## src/fpe_pkg.sv

```systemverilog
package fpe_pkg;

  // Register offsets inside register bank 1.
  localparam logic [7:0] FPE_OFS_MODE_CTRL = 8'hf5;
  localparam logic [7:0] FPE_OFS_UNLOCK = 8'hf6;
  localparam logic [7:0] FPE_OFS_SEC_HIGH = 8'hf7;
  localparam logic [7:0] FPE_OFS_SEC_LOW = 8'hf8;
  localparam logic FPE_BANK_SEL = 1'b1;

  // Field layout of the mode control and low sector pointer registers.
  localparam int FPE_MODE_MSB = 7;
  localparam int FPE_MODE_LSB = 4;
  localparam int FPE_FAIL_BIT = 3;
  localparam int FPE_START_BIT = 0;
  localparam int FPE_SEC_LOW_BIT = 7;

  // Mode selector codes and the unlock pattern.
  localparam logic [3:0] FPE_CODE_PROG = 4'h5;
  localparam logic [3:0] FPE_CODE_ERASE = 4'ha;
  localparam logic [3:0] FPE_CODE_LOCK = 4'h6;
  localparam logic [7:0] FPE_UNLOCK_KEY = 8'ha5;

  localparam logic [3:0] FPE_MODE_RST = 4'h0;
  localparam logic [7:0] FPE_BYTE_RST = 8'h00;
  localparam logic [6:0] FPE_SEC_PAD = 7'h00;

  typedef enum logic [1:0] {
    FPE_OP_NONE = 2'h0,
    FPE_OP_PROG = 2'h1,
    FPE_OP_ERASE = 2'h2,
    FPE_OP_LOCK = 2'h3
  } fpe_op_e;

  typedef enum logic [1:0] {
    FPE_ST_IDLE = 2'h0,
    FPE_ST_WAIT = 2'h1,
    FPE_ST_DONE = 2'h3
  } fpe_state_e;

  // Command presented to the flash array.
  typedef struct packed {
    logic go;
    fpe_op_e op;
    logic [15:0] addr;
  } fpe_flash_cmd_s;

  // Register access strobe group.
  typedef struct packed {
    logic bank;
    logic [7:0] addr;
    logic wr;
    logic rd;
    logic [7:0] wdata;
  } fpe_reg_req_s;

  function automatic fpe_op_e fpe_decode_mode(input logic [3:0] code);
    fpe_op_e op;
    op = FPE_OP_NONE;
    unique case (code)
      FPE_CODE_PROG: op = FPE_OP_PROG;
      FPE_CODE_ERASE: op = FPE_OP_ERASE;
      FPE_CODE_LOCK: op = FPE_OP_LOCK;
      default: op = FPE_OP_NONE;
    endcase
    return op;
  endfunction : fpe_decode_mode

endpackage : fpe_pkg

```

## src/fpe_seq.sv

```systemverilog
`timescale 1ns/1ps
`default_nettype none

module fpe_seq
  import fpe_pkg::*;
(
  input wire logic clock_i, // System clock.
  input wire logic rst_i, // Asynchronous reset, active high.
  input wire logic launch_i, // One-cycle request to start an operation.
  input wire fpe_op_e op_i, // Operation to run.
  input wire logic [15:0] addr_i, // Sector pointer.
  input wire logic flash_done_i, // Array reports completion.
  input wire logic flash_fail_i, // Array reports failure with done.
  output fpe_flash_cmd_s cmd_o, // Command to the array.
  output logic done_o, // One-cycle completion pulse.
  output logic fail_o // Failure of the finished operation.
);

  fpe_state_e state;

  always_ff @(posedge clock_i or posedge rst_i) begin
    if (rst_i) begin
      state <= FPE_ST_IDLE;
    end else begin
      unique case (state)
        FPE_ST_IDLE: if (launch_i) state <= FPE_ST_WAIT;
        FPE_ST_WAIT: if (flash_done_i) state <= FPE_ST_DONE;
        FPE_ST_DONE: state <= FPE_ST_IDLE;
        default: state <= FPE_ST_IDLE;
      endcase
    end
  end

  // Op and address stay on the bus for the whole operation; go is a single pulse.
  always_ff @(posedge clock_i or posedge rst_i) begin
    if (rst_i) begin
      cmd_o <= '0;
    end else begin
      cmd_o.go <= launch_i && (state == FPE_ST_IDLE);
      if (launch_i && (state == FPE_ST_IDLE)) begin
        cmd_o.op <= op_i;
        cmd_o.addr <= addr_i;
      end else if (state == FPE_ST_DONE) begin
        cmd_o.op <= FPE_OP_NONE;
      end
    end
  end

  always_ff @(posedge clock_i or posedge rst_i) begin
    if (rst_i) begin
      done_o <= 1'b0;
      fail_o <= 1'b0;
    end else begin
      done_o <= (state == FPE_ST_WAIT) && flash_done_i;
      if ((state == FPE_ST_WAIT) && flash_done_i) fail_o <= flash_fail_i;
    end
  end

endmodule : fpe_seq

`default_nettype wire

```

## src/fpe_flash_ctrl.sv

```systemverilog
`timescale 1ns/1ps
`default_nettype none

// How it works
// - The top four bits of the mode control register select programming, erase or lock, and any other code selects nothing.
// - Writing one to bit zero starts the selected operation and hardware clears it when the operation completes.
// - User programming is enabled only while the unlock register holds the one unlock pattern.
// - The high sector pointer byte forms address bits fifteen to eight.
// - Bit seven of the low sector pointer byte forms address bit seven and its bits six to zero are ignored.
module fpe_flash_ctrl
  import fpe_pkg::*;
(
  input wire logic clock_i, // System clock, 10 MHz.
  input wire logic rst_i, // Asynchronous reset, active high.
  input wire fpe_reg_req_s reg_req_i, // Register access from the core.
  output logic [7:0] reg_rdata_o, // Read data, one cycle after rd.
  output fpe_flash_cmd_s flash_cmd_o, // Command to the flash array.
  input wire logic flash_done_i, // Array completion pulse.
  input wire logic flash_fail_i, // Array failure, valid with done.
  output logic prog_enable_o // User programming mode enabled.
);

  logic [3:0] mode_code;
  logic start_bit;
  logic erase_fail;
  logic [7:0] unlock;
  logic [7:0] sec_high;
  logic [7:0] sec_low;
  logic seq_done;
  logic seq_fail;
  logic wr_mode;
  logic unlocked;
  logic launch;
  fpe_op_e sel_op;
  logic [15:0] sec_addr;

  function automatic logic hit(input fpe_reg_req_s r, input logic [7:0] ofs);
    return r.bank == FPE_BANK_SEL && r.addr == ofs;
  endfunction : hit

  assign wr_mode = reg_req_i.wr && hit(reg_req_i, FPE_OFS_MODE_CTRL);
  assign unlocked = (unlock == FPE_UNLOCK_KEY);
  assign sel_op = fpe_decode_mode(reg_req_i.wdata[FPE_MODE_MSB:FPE_MODE_LSB]);
  // A start needs the key, a usable code and an idle sequencer.
  assign launch = wr_mode && reg_req_i.wdata[FPE_START_BIT] && unlocked
                  && (sel_op != FPE_OP_NONE) && !start_bit;
  assign sec_addr = {sec_high, sec_low[FPE_SEC_LOW_BIT], FPE_SEC_PAD};

  // Mode bits are frozen while an operation runs so a read shows the selector of the running operation.
  always_ff @(posedge clock_i or posedge rst_i) begin
    if (rst_i) begin
      mode_code <= FPE_MODE_RST;
    end else if (wr_mode && !start_bit) begin
      mode_code <= reg_req_i.wdata[FPE_MODE_MSB:FPE_MODE_LSB];
    end
  end

  // Start bit cannot be cleared by software; an operation in flight is not abortable.
  always_ff @(posedge clock_i or posedge rst_i) begin
    if (rst_i) begin
      start_bit <= 1'b0;
    end else if (launch) begin
      start_bit <= 1'b1;
    end else if (seq_done) begin
      start_bit <= 1'b0;
    end
  end

  always_ff @(posedge clock_i or posedge rst_i) begin
    if (rst_i) begin
      erase_fail <= 1'b0;
    end else if (seq_done && flash_cmd_o.op == FPE_OP_ERASE) begin
      erase_fail <= seq_fail;
    end
  end

  always_ff @(posedge clock_i or posedge rst_i) begin
    if (rst_i) begin
      unlock <= FPE_BYTE_RST;
      sec_high <= FPE_BYTE_RST;
      sec_low <= FPE_BYTE_RST;
    end else if (reg_req_i.wr) begin
      if (hit(reg_req_i, FPE_OFS_UNLOCK)) unlock <= reg_req_i.wdata;
      if (hit(reg_req_i, FPE_OFS_SEC_HIGH)) sec_high <= reg_req_i.wdata;
      if (hit(reg_req_i, FPE_OFS_SEC_LOW)) sec_low <= reg_req_i.wdata;
    end
  end

  always_ff @(posedge clock_i or posedge rst_i) begin
    if (rst_i) begin
      prog_enable_o <= 1'b0;
    end else begin
      prog_enable_o <= unlocked;
    end
  end

  // Unmapped offsets read as zero.
  always_ff @(posedge clock_i or posedge rst_i) begin
    if (rst_i) begin
      reg_rdata_o <= FPE_BYTE_RST;
    end else if (reg_req_i.rd) begin
      if (hit(reg_req_i, FPE_OFS_MODE_CTRL)) begin
        reg_rdata_o <= {mode_code, erase_fail, 2'b00, start_bit};
      end else if (hit(reg_req_i, FPE_OFS_UNLOCK)) begin
        reg_rdata_o <= unlock;
      end else if (hit(reg_req_i, FPE_OFS_SEC_HIGH)) begin
        reg_rdata_o <= sec_high;
      end else if (hit(reg_req_i, FPE_OFS_SEC_LOW)) begin
        reg_rdata_o <= sec_low;
      end else begin
        reg_rdata_o <= FPE_BYTE_RST;
      end
    end
  end

  fpe_seq u_seq (
    .clock_i(clock_i),
    .rst_i(rst_i),
    .launch_i(launch),
    .op_i(sel_op),
    .addr_i(sec_addr),
    .flash_done_i(flash_done_i),
    .flash_fail_i(flash_fail_i),
    .cmd_o(flash_cmd_o),
    .done_o(seq_done),
    .fail_o(seq_fail)
  );

  a_launch_go_pulse: assert property (
    @(posedge clock_i) disable iff (rst_i)
    launch |=> flash_cmd_o.go && start_bit ##1 !flash_cmd_o.go)
    else $error("accepted start did not give one go pulse");

  a_no_key_ignored: assert property (
    @(posedge clock_i) disable iff (rst_i)
    wr_mode && !start_bit && !unlocked |=> !start_bit && !flash_cmd_o.go)
    else $error("start taken without unlock pattern");

  a_bad_code_ignored: assert property (
    @(posedge clock_i) disable iff (rst_i)
    wr_mode && !start_bit && sel_op == FPE_OP_NONE |=> !flash_cmd_o.go)
    else $error("start taken with unavailable mode code");

  a_op_matches_mode: assert property (
    @(posedge clock_i) disable iff (rst_i)
    flash_cmd_o.go |-> flash_cmd_o.op == fpe_decode_mode(mode_code)
                       && flash_cmd_o.op != FPE_OP_NONE)
    else $error("flash op differs from mode selector");

  a_key_before_go: assert property (
    @(posedge clock_i) disable iff (rst_i)
    $rose(start_bit) |-> $past(unlock) == FPE_UNLOCK_KEY)
    else $error("operation started while locked");

  a_addr_high_byte: assert property (
    @(posedge clock_i) disable iff (rst_i)
    flash_cmd_o.go |-> flash_cmd_o.addr[15:8] == $past(sec_high))
    else $error("sector high byte not on address");

  a_addr_low_bit: assert property (
    @(posedge clock_i) disable iff (rst_i)
    flash_cmd_o.go |-> flash_cmd_o.addr[7] == $past(sec_low[FPE_SEC_LOW_BIT])
                       && flash_cmd_o.addr[6:0] == FPE_SEC_PAD)
    else $error("sector low bits wrong on address");

  a_start_self_clear: assert property (
    @(posedge clock_i) disable iff (rst_i)
    start_bit && !flash_cmd_o.go && flash_done_i |=> start_bit ##1 !start_bit)
    else $error("start bit not cleared two cycles after done");

  a_erase_fail_flag: assert property (
    @(posedge clock_i) disable iff (rst_i)
    seq_done && flash_cmd_o.op == FPE_OP_ERASE |=> erase_fail == $past(seq_fail))
    else $error("erase status not updated");

  // Side effects below are checked by the tests at a few points only, so they are watched here in every cycle.
  a_fail_flag_kept: assert property (
    @(posedge clock_i) disable iff (rst_i)
    !(seq_done && flash_cmd_o.op == FPE_OP_ERASE) |=> $stable(erase_fail))
    else $error("erase status changed outside an erase end");

  a_unlock_level: assert property (
    @(posedge clock_i) disable iff (rst_i)
    1'b1 |=> prog_enable_o == ($past(unlock) == FPE_UNLOCK_KEY))
    else $error("programming enable does not follow unlock register");

  a_mode_frozen: assert property (
    @(posedge clock_i) disable iff (rst_i)
    start_bit |=> $stable(mode_code))
    else $error("mode selector changed while busy");

  a_go_only_busy: assert property (
    @(posedge clock_i) disable iff (rst_i)
    flash_cmd_o.go |-> start_bit)
    else $error("go issued without start bit");

  a_no_relaunch: assert property (
    @(posedge clock_i) disable iff (rst_i)
    start_bit && !flash_cmd_o.go |=> !flash_cmd_o.go)
    else $error("second go while operation runs");

  a_op_clear: assert property (
    @(posedge clock_i) disable iff (rst_i)
    $fell(start_bit) |-> flash_cmd_o.op == FPE_OP_NONE)
    else $error("flash op not idle after completion");

  a_pad_bits_zero: assert property (
    @(posedge clock_i) disable iff (rst_i)
    flash_cmd_o.addr[6:0] == FPE_SEC_PAD)
    else $error("ignored low pointer bits reached the address");

  a_high_byte_write: assert property (
    @(posedge clock_i) disable iff (rst_i)
    reg_req_i.wr && hit(reg_req_i, FPE_OFS_SEC_HIGH) |=> sec_high == $past(reg_req_i.wdata))
    else $error("sector high byte write lost");

  a_rdata_bank_zero: assert property (
    @(posedge clock_i) disable iff (rst_i)
    reg_req_i.rd && reg_req_i.bank != FPE_BANK_SEL |=> reg_rdata_o == FPE_BYTE_RST)
    else $error("read outside the bank did not return zero");

endmodule : fpe_flash_ctrl

`default_nettype wire

```

## config.mk

```make
export PLATFORM = sky130hd
export DESIGN_NAME = fpe_flash_ctrl
export DESIGN_NICKNAME = d
export VERILOG_FILES = /design/src/fpe_pkg.sv /design/src/fpe_seq.sv /design/src/fpe_flash_ctrl.sv
export SDC_FILE = /design/constraint.sdc
export NUM_CORES = 1
export LEC_CHECK = 0
export ABC_AREA = 1
export BUFFER_PORTS_ARGS = -buffer_cell sky130_fd_sc_hd__buf_2
export CAP_MARGIN = 10
export CORE_MARGIN = 5
export CORE_UTILIZATION = 50
export CTS_BUF_LIST = sky130_fd_sc_hd__clkbuf_4
export CTS_CLUSTER_DIAMETER = 150
export DETAILED_ROUTE_END_ITERATION = 8
export PLACE_DENSITY = 0.71
export SLEW_MARGIN = 20
export SYNTH_ARGS = -nofsm -noshare
export SYNTH_HDL_FRONTEND = slang
export SYNTH_SLANG_ARGS = --single-unit
```

## constraint.sdc

```tcl
create_clock -name clock_i -period 2 [get_ports clock_i]
set_input_delay 0.4 -clock clock_i [delete_from_list [all_inputs] [get_ports clock_i]]
set_output_delay 0.4 -clock clock_i [all_outputs]
set_load 0.05 [all_outputs]
```

* Word-level counts from Yosys, hierarchy flattened
Index checks and enable logic that the tools add are counted.
** Storage, ports and cells
- Bits in registers :: 55
- Bits in latches :: 0
- RAM bits :: 0
- Bits in read-only memories :: 0
- Output and inout port bits :: 28
- Word-level logic and storage cells :: 61
- Memories :: 0
** Operators by class
- $add $sub $neg :: 0
- Multipliers :: 0
- Div/mod/pow operators :: 0
- Magnitude comparators :: 0
- Equal/unequal tests :: 13
- Shifts and indexed selects :: 0
- Multiplexer cells :: 12
- Bitwise gates (word level) :: 0
- Reductions and logical operators :: 22
** Operators with widths (count)
- $eq A8 B8 Y1 const B :: 5
- $mux W8 :: 4
- $logic_and A1 B1 Y1 :: 13
- $eq A4 B3 Y1 const B :: 2
- $mux W2 :: 4
- $reduce_and A2 Y1 :: 4
- $pmux W2 S3 :: 1
- $reduce_bool A2 Y1 :: 3
- $eq A2 B2 Y1 const B :: 2
- $eq A4 B4 Y1 const B :: 1
- $pmux W2 S2 :: 1
- $eq A2 B1 Y1 const B :: 1
- $logic_not A2 Y1 :: 1
- $mux W1 :: 2
- $ne A2 B1 Y1 const B :: 1
- $ne A2 B2 Y1 const B :: 1
- $logic_not A1 Y1 :: 1

* Depth between registers and ports, before layout
Gate-level depths: netlist (run 1).
- Depth after elaboration :: 9
- Depth in mapped cells :: 9
- Gate-level depth less buffers :: 9

* Hierarchy
A second synthesis (run 1) with hierarchy kept.
** Second synthesis, totals
- Cell total of the unflattened synthesis :: 329
- Area total of the unflattened synthesis :: 2941.6 sq um
** By module, submodules not included
- fpe_flash_ctrl :: times used 1, cells an instance 236, area each 2047.0 sq um, seq. area each 975.9 sq um
- fpe_seq :: times used 1, cells an instance 93, area each 894.6 sq um, seq. area each 575.6 sq um

* Worst setup path before layout (run 1)
No wires, ideal clock.
- Kind :: input-to-reg
- Start point :: in reg_req_i[13] in the netlist's numbering
- End point :: reg u_seq.cmd_o[10] in the netlist's numbering
- Setup time :: 0.118 ns
- Data arrival time :: 1.328 ns
- Required time :: 1.882 ns
- Setup slack :: 0.554 ns
- Cell stages on the path :: 9
- Cell sequence :: inv_1 nand2_1 nor2_8 nand4_4 nor2_4 nand3_4 buf_6 nand2_1 nand2_1
** On the way
- Word-level cells in the longest chain between the ends :: 8
** Ends and longest elaborated chain
- start: declaration :: line fpe_flash_ctrl.sv:15 : input wire fpe_reg_req_s reg_req_i,
- $eq A8 B8 Y1 :: line fpe_flash_ctrl.sv:38 : return r.bank == FPE_BANK_SEL && r.addr == ofs;
- $logic_and A1 B1 Y1 :: line fpe_flash_ctrl.sv:38
- $logic_and A1 B1 Y1 :: line fpe_flash_ctrl.sv:41 : assign wr_mode = reg_req_i.wr && hit(reg_req_i, FPE_OFS_MODE_CTRL);
- $logic_and A1 B1 Y1 (2 in series) :: line fpe_flash_ctrl.sv:45 : assign launch = wr_mode && reg_req_i.wdata[FPE_START_BIT] && unlocked
- $logic_and A1 B1 Y1 (2 in series) :: line fpe_flash_ctrl.sv:46 : && (sel_op != FPE_OP_NONE) && !start_bit;
- $logic_and A1 B1 Y1 :: line fpe_seq.sv:40 : if (launch_i && (state == FPE_ST_IDLE)) begin
- end: declaration :: line fpe_seq.sv:14 : output fpe_flash_cmd_s cmd_o,
No other way between the ends.
A chain may end at the register's enable or synchronous reset.

* Worst setup path in the final report (run 1)
- Start point :: reg unlock[6]
- End point :: reg u_seq.cmd_o[9] in the netlist's numbering
** On the way
- Word-level cells in the longest chain between the ends :: 5
** Ends and longest elaborated chain
- start: declaration :: line fpe_flash_ctrl.sv:26 : logic [7:0] unlock;
- start signal: assignment :: line fpe_flash_ctrl.sv:83 : if (hit(reg_req_i, FPE_OFS_UNLOCK)) unlock <= reg_req_i.wdata;
- $eq A8 B8 Y1 :: line fpe_flash_ctrl.sv:42 : assign unlocked = (unlock == FPE_UNLOCK_KEY);
- $logic_and A1 B1 Y1 :: line fpe_flash_ctrl.sv:45
- $logic_and A1 B1 Y1 (2 in series) :: line fpe_flash_ctrl.sv:46
- $logic_and A1 B1 Y1 :: line fpe_seq.sv:40
No other way between the ends.

==> results.toml, run 1 <==
[route]
drtIter0Drc = 137
drc = 0
wl_met3_um = 345
route.met2.wl_mm = 2.44
vias = 2147
ant_nets = 0
routed_wl_mm = 5.66
topRoutingLayerUsed = "met4"
viasPerCell = 5.00
wl_per_cell_um = 13.2
drt-met1-wl_mm = 2.77
dr.pass1.iters = 4

[yosys]
synthMuxAreaShare_pct = 0
synth-compound-area-share_pct = 6.38
syn_avg_cell_area_um2 = 8.51
ys_seq_elements = 55
synth_warnings = 0
synthXorXnorAreaFrac_pct = 0
yosysSeqAreaShare_pct = 51.6
synth.distinct_cells = 25
syn_inst = 313
syn_area_mm2 = 0.00267
synthAdderAreaFrac_pct = 0
synth_top_family_by_area = "simple AND/OR/NAND/NOR gates"
synth-simple-area-share_pct = 32.5

[clocking]
clkLatencyLatePin_ns = 0.37
cts_tree = "done"
ctsResizeCount = 0
cts_buffer_depth = 2
cts-root-buf = "clkbuf_4"
cts_setup_buffers = 0
numClockSinks = 55
htree_num_levels = 2
cts.clk_slew.worst_paths_ns = 0.16
cts-buffers-inserted = 5
hold_buffers = 0

[critical_path]
r2r_cells = 9
arrival_ns = 1.89
reg2reg_slack_ns = 0.43
crit_type = "flip-flop to flip-flop"
cp-start-kind = "flip-flop"
cp_max_fo = 13
r2r_start = "unlock[6]"
r2r_end = "u_seq.cmd_o[9]"
end_kind = "flip-flop"
required_ns = 2.33

[placed_design]
place_ws_ns = 0.314
dp.cells = 421
hpwl_mm = 4.33
portBuffers = 43
globalplace.congestion = 0.849

[sta]
rsz0062_at_grt = "no"
slew_viol_final = 0
setup_ws_ns = 0.434
tns_ns = 0
finClkSkew_ns = 0.0106
max_freq_mhz = 639
hold_ws_ns = 0.0383
hold_violations = 0
setup_violations = 0
fin_crit_ns = 1.57
period_share_pct = 78.3

[global_routing]
grt_use_total_pct = 17.3
grt_overflow = 0
first_global_vias = 2056
grt_max_degree = 56
grt_pass1_wl_mm = 9.91
antenna_found_initial = 0

[pwr]
p_per_area_mw_per_mm2 = 615
p_leak_uw = 0.00160
vdd_drop_max_v = 0.000338

[layout]
final_nets = 381
stdcell_count = 429
area_growth_pct = 12.1
final_layout_size_suffix_gt1_share_pct = 20.9
antenna_cells = 0

[floorplan]
core-area_mm2 = 0.00514
boundaryPins = 51
initial_core_util_pct = 51.9
die_x_um = 83.0
die_h_um = 83.0
design.die.area_mm2 = 0.00689
rows = 26

[run_status]
run_status = "complete, no violations"

[min_path]
hp-class = "primary input to async pin"

[run]
cap_violations = 0
-- registers in the layout, indices dropped and copies added, names as in the netlist --
signal and flops:
sec_low 8, unlock 8, erase_fail 1, u_seq.done_o 1, prog_enable_o 1, sec_high 8, start_bit 1, u_seq.state 2
reg_rdata_o 8, mode_code 4, u_seq.fail_o 1, u_seq.cmd_o 12
-- synth_stat cells --
cell type,count,area (um2)
buf_6,3,33.8
inv_1,30,113
buf_4,7,52.6
dfrtp_1,55,1380
clkinv_2,1,5.00
o21ai_1,19,95.1
nor2_2,3,18.8
nand3_4,1,17.5
o21ai_0,8,40.0
nand4_1,30,188
nand2_1,108,405
a21oi_1,7,35.0
nor2_4,2,22.5
nor4_1,1,6.26
nor2_8,2,40.0
nor3_4,1,16.3
inv_2,3,11.3
nand4_2,2,25.0
nand3_1,5,25.0
nor2_1,14,52.6
nand4_4,2,42.5
nand3b_1,1,7.51
buf_2,5,25.0
clkbuf_1,2,7.51
conb_1,1,3.75
-- layer usage --
layer  GRT usage [%]  vias up
met1            24.8      979
met5               0        -
met4            5.65        0
met2            25.3       66
met3            4.65       10
li1                -     1092
-- worst max path at each step --
stage | from | endpoint | slack (ns) | cells past startpoint
floorplan | rst_i | erase_fail | 0.26 | 1
global placement | reg_req_i[15] | reg_rdata_o[3] | 0.34 | 10
detailed placement | reg_req_i[5] | u_seq.cmd_o[7] | 0.31 | 10
CTS | unlock[6] | u_seq.cmd_o[9] | 0.42 | 9
global route | unlock[6] | u_seq.cmd_o[13] | 0.31 | 9
finish | unlock[6] | u_seq.cmd_o[9] | 0.43 | 9
-- worst max-delay path, stage by stage (launching register included) --
cell	delay [ns]
dfrtp_1	0.43
inv_1	0.07
nand2_1	0.06
nor2_1	0.10
nand3_1	0.13
nor2_2	0.24
nand3_4	0.19
clkinv_2	0.16
nand2_1	0.08
nand2_1	0.07
-- where the power goes --
group | internal [uW] | switching [uW] | total [uW]
Combinational | 49.5 | 139 | 189
Clock | 135 | 353 | 489
Sequential | 1140 | 19.4 | 1160
Total | 1330 | 512 | 1840
-- cell usage in the layout (no fill, tap or decap), drive strengths merged --
| master | synthesis | final |
|---|---|---|
| clkinv | 1 | 2 |
| clkinvlp | 0 | 2 |
| nand3 | 6 | 6 |
| nand4 | 34 | 34 |
| nor3 | 1 | 1 |
| nand3b | 1 | 1 |
| nor4 | 1 | 1 |
| a21oi | 7 | 7 |
| conb | 1 | 7 |
| nand2 | 108 | 108 |
| inv | 33 | 33 |
| o21ai | 27 | 27 |
| buf | 15 | 49 |
| dfrtp | 55 | 55 |
| clkbuf | 2 | 5 |
| nor2 | 21 | 21 |
-- cell families (layout without fill, tap and decap cells) --
logic type             count (synthesis)  count (layout)
AND/OR/NAND/NOR                      172             172
AO/OA/AOI/OAI                         34              34
buffers and inverters                 51              91
flip-flops                            55              55
other                                  1               7
-- metrics by stage --
| stage | area, um2 | utilization [%] | power, uW |
|---|---|---|---|
| finish | 2990 | 58.1 | 1840 |
| global route | 2990 | 58.1 | 1930 |
| CTS | 2990 | 58.1 | 1850 |
| detailed placement | 2930 | 57.0 | 1370 |
| global placement | 2930 | 57.0 | 1370 |
| floorplan | 2690 | - | 1320 |
-- layout make-up --
type / count / area, um2
Clock buffer: 5 / 37.5
Clock inverter: 3 / 20.0
Fill cell: 512 / 2150
Inverter: 34 / 129
Multi-Input combinational cell: 213 / 1060
Sequential cell: 55 / 1380
Tap cell: 70 / 87.6
Timing Repair Buffer: 49 / 273
Power figures use the tool's default switching activity.
==> run 2, diff against run 1 <==
--- a/config.mk
+++ b/config.mk
@@ -13,7 +13,7 @@
 export CTS_BUF_LIST = sky130_fd_sc_hd__clkbuf_4
 export CTS_CLUSTER_DIAMETER = 150
 export DETAILED_ROUTE_END_ITERATION = 8
-export PLACE_DENSITY = 0.71
+export PLACE_DENSITY = 0.74
 export SLEW_MARGIN = 20
 export SYNTH_ARGS = -nofsm -noshare
 export SYNTH_HDL_FRONTEND = slang
==> constraint.sdc (replaced) <==
create_clock -name clock_i -period 1.3 [get_ports clock_i]
set_input_delay 0.26 -clock clock_i [delete_from_list [all_inputs] [get_ports clock_i]]
set_output_delay 0.26 -clock clock_i [all_outputs]
set_load 0.05 [all_outputs]
==> results.toml, run 2 (synthesis gave the netlist of run 1 again) <==
[clocking]
numClockSinks = 55
cts-buffers-inserted = 5
cts-root-buf = "clkbuf_4"
clkLatencyLatePin_ns = 0.39
cts_buffer_depth = 2
cts.clk_slew.worst_paths_ns = 0.17
cts_tree = "done"
htree_num_levels = 2

[critical_path]
arrival_ns = 1.73
end_kind = "flip-flop"
cp_max_fo = 8
reg2reg_slack_ns = -0.08
crit_type = "flip-flop to flip-flop"
required_ns = 1.65
cp-start-kind = "flip-flop"

[placed_design]
dpl_cell_area_mm2 = 0.00322
portBuffers = 43
place_ws_ns = -0.174
hpwl_mm = 4.63
dp.cells = 453
globalplace.congestion = 0.831

[route]
dr.pass1.iters = 4
vias = 2381
viasPerCell = 5.00
wl_per_cell_um = 13.5
routed_wl_mm = 6.41
drtIter0Drc = 193
ant_nets = 0
drc = 0

[layout]
final_layout_size_suffix_gt1_share_pct = 32.5
largest_reg_flops = 12
area_growth_pct = 32.4
layout_common_cells = "105 x nand2_1, 55 x buf_4, 55 x dfrtp_1"
stdcell_count = 476
layout_commonest_cell = "nand2_1"
antenna_cells = 0
final_cell_area_mm2 = 0.00353
top_register = "u_seq.cmd_o"
num-fill-cells = 452
final_nets = 428

[sta]
rsz0062_at_grt = "yes"
finClkSkew_ns = 0.0201
tightestPinTransition_ns = 0.554
setup_ws_ns = -0.0811
slew_viol_final = 0
max_freq_mhz = 724
tns_ns = -0.738
hold_violations = 0
slew_headroom_pct = 62.9
fin_crit_ns = 1.38
setup_violations = 11
period_share_pct = 106

[floorplan]
design.die.area_mm2 = 0.00689
die_x_um = 83.0
boundaryPins = 51
initial_core_util_pct = 51.9
rows = 26
die_h_um = 83.0
core-area_mm2 = 0.00514

[pwr]
vdd_drop_max_v = 0.000675
total_power_uw = 2950
p_leak_uw = 0.00186
p_per_area_mw_per_mm2 = 837

[global_routing]
grt_pass1_wl_mm = 10.4
grt_use_total_pct = 18.4
grt_overflow = 0
antenna_found_initial = 0
first_global_vias = 2227
grt_max_degree = 56

[min_path]
hp-class = "primary input to flip-flop"

[run_status]
violations = "setup timing"
run_status = "finished, violations left"

[run]
cap_violations = 0
==> run 2: worst paths after layout <==
check | startpoint | to | cells after the start
setup / recovery | u_seq.state[1] | u_seq.cmd_o[10] | 5
hold / removal | flash_fail_i | u_seq.fail_o | 3
setup reg to reg | u_seq.state[1] | u_seq.cmd_o[10] | 5
hold reg to reg | u_seq.done_o | start_bit | 1
max in group asynchronous | rst_i | mode_code[1] | 4
min in group asynchronous | rst_i | sec_high[3] | 4
==> run 2: area by class of cell <==
class | instances | area (um2) | area share (%)
timing repair inverter | 1 | 5.00 | 0.142
sequential | 55 | 1380 | 39.0
tap | 70 | 87.6 | 2.48
clock buffer | 5 | 37.5 | 1.06
inverter | 34 | 136 | 3.87
timing repair buffer | 94 | 748 | 21.2
clock inverter | 3 | 27.5 | 0.780
multi-input combinational | 214 | 1110 | 31.5
==> run 2: timing repair <==
action                                 CTS  global route
setup buffers                            2             9
pin swaps                                2             7
resized for setup                       23            25
endpoints found under the hold margin   55             0
setup endpoints to repair               35            35
gates cloned                             2             1
hold buffers                             1             0
==> run 2: metal layers <==
layer  vias up  track usage [%]  share of wire, %
li1       1199                -                 -
met1      1121             24.6                45
met2        54             30.0                49
met3         7             4.26               4.8
met4         0             5.35               1.0
met5         -                0                 0
==> run 2: worst max-delay path, cell delays in order (launching register included) <==
cell and delay [ns]:
dfrtp_1 0.42, nor2_1 0.45, nand3_4 0.22, clkinv_2 0.13, nand2_1 0.06, nand2_1 0.06
==> run 2: power breakdown <==
group,internal (uW),switching (uW)
registers,1760,27.9
clock network,228,577
logic,125,239
total,2110,844
==> run 2: per-stage QoR <==
step | hold WS, ns | util [%]
2_1_floorplan | 0.334 | -
3_3_place_gp | 0.354 | 62.6
3_5_place_dp | 0.355 | 62.6
4_1_cts | 0.0567 | 65.8
5_1_grt | 0.0583 | 68.6
6_report | 0.0692 | 68.6
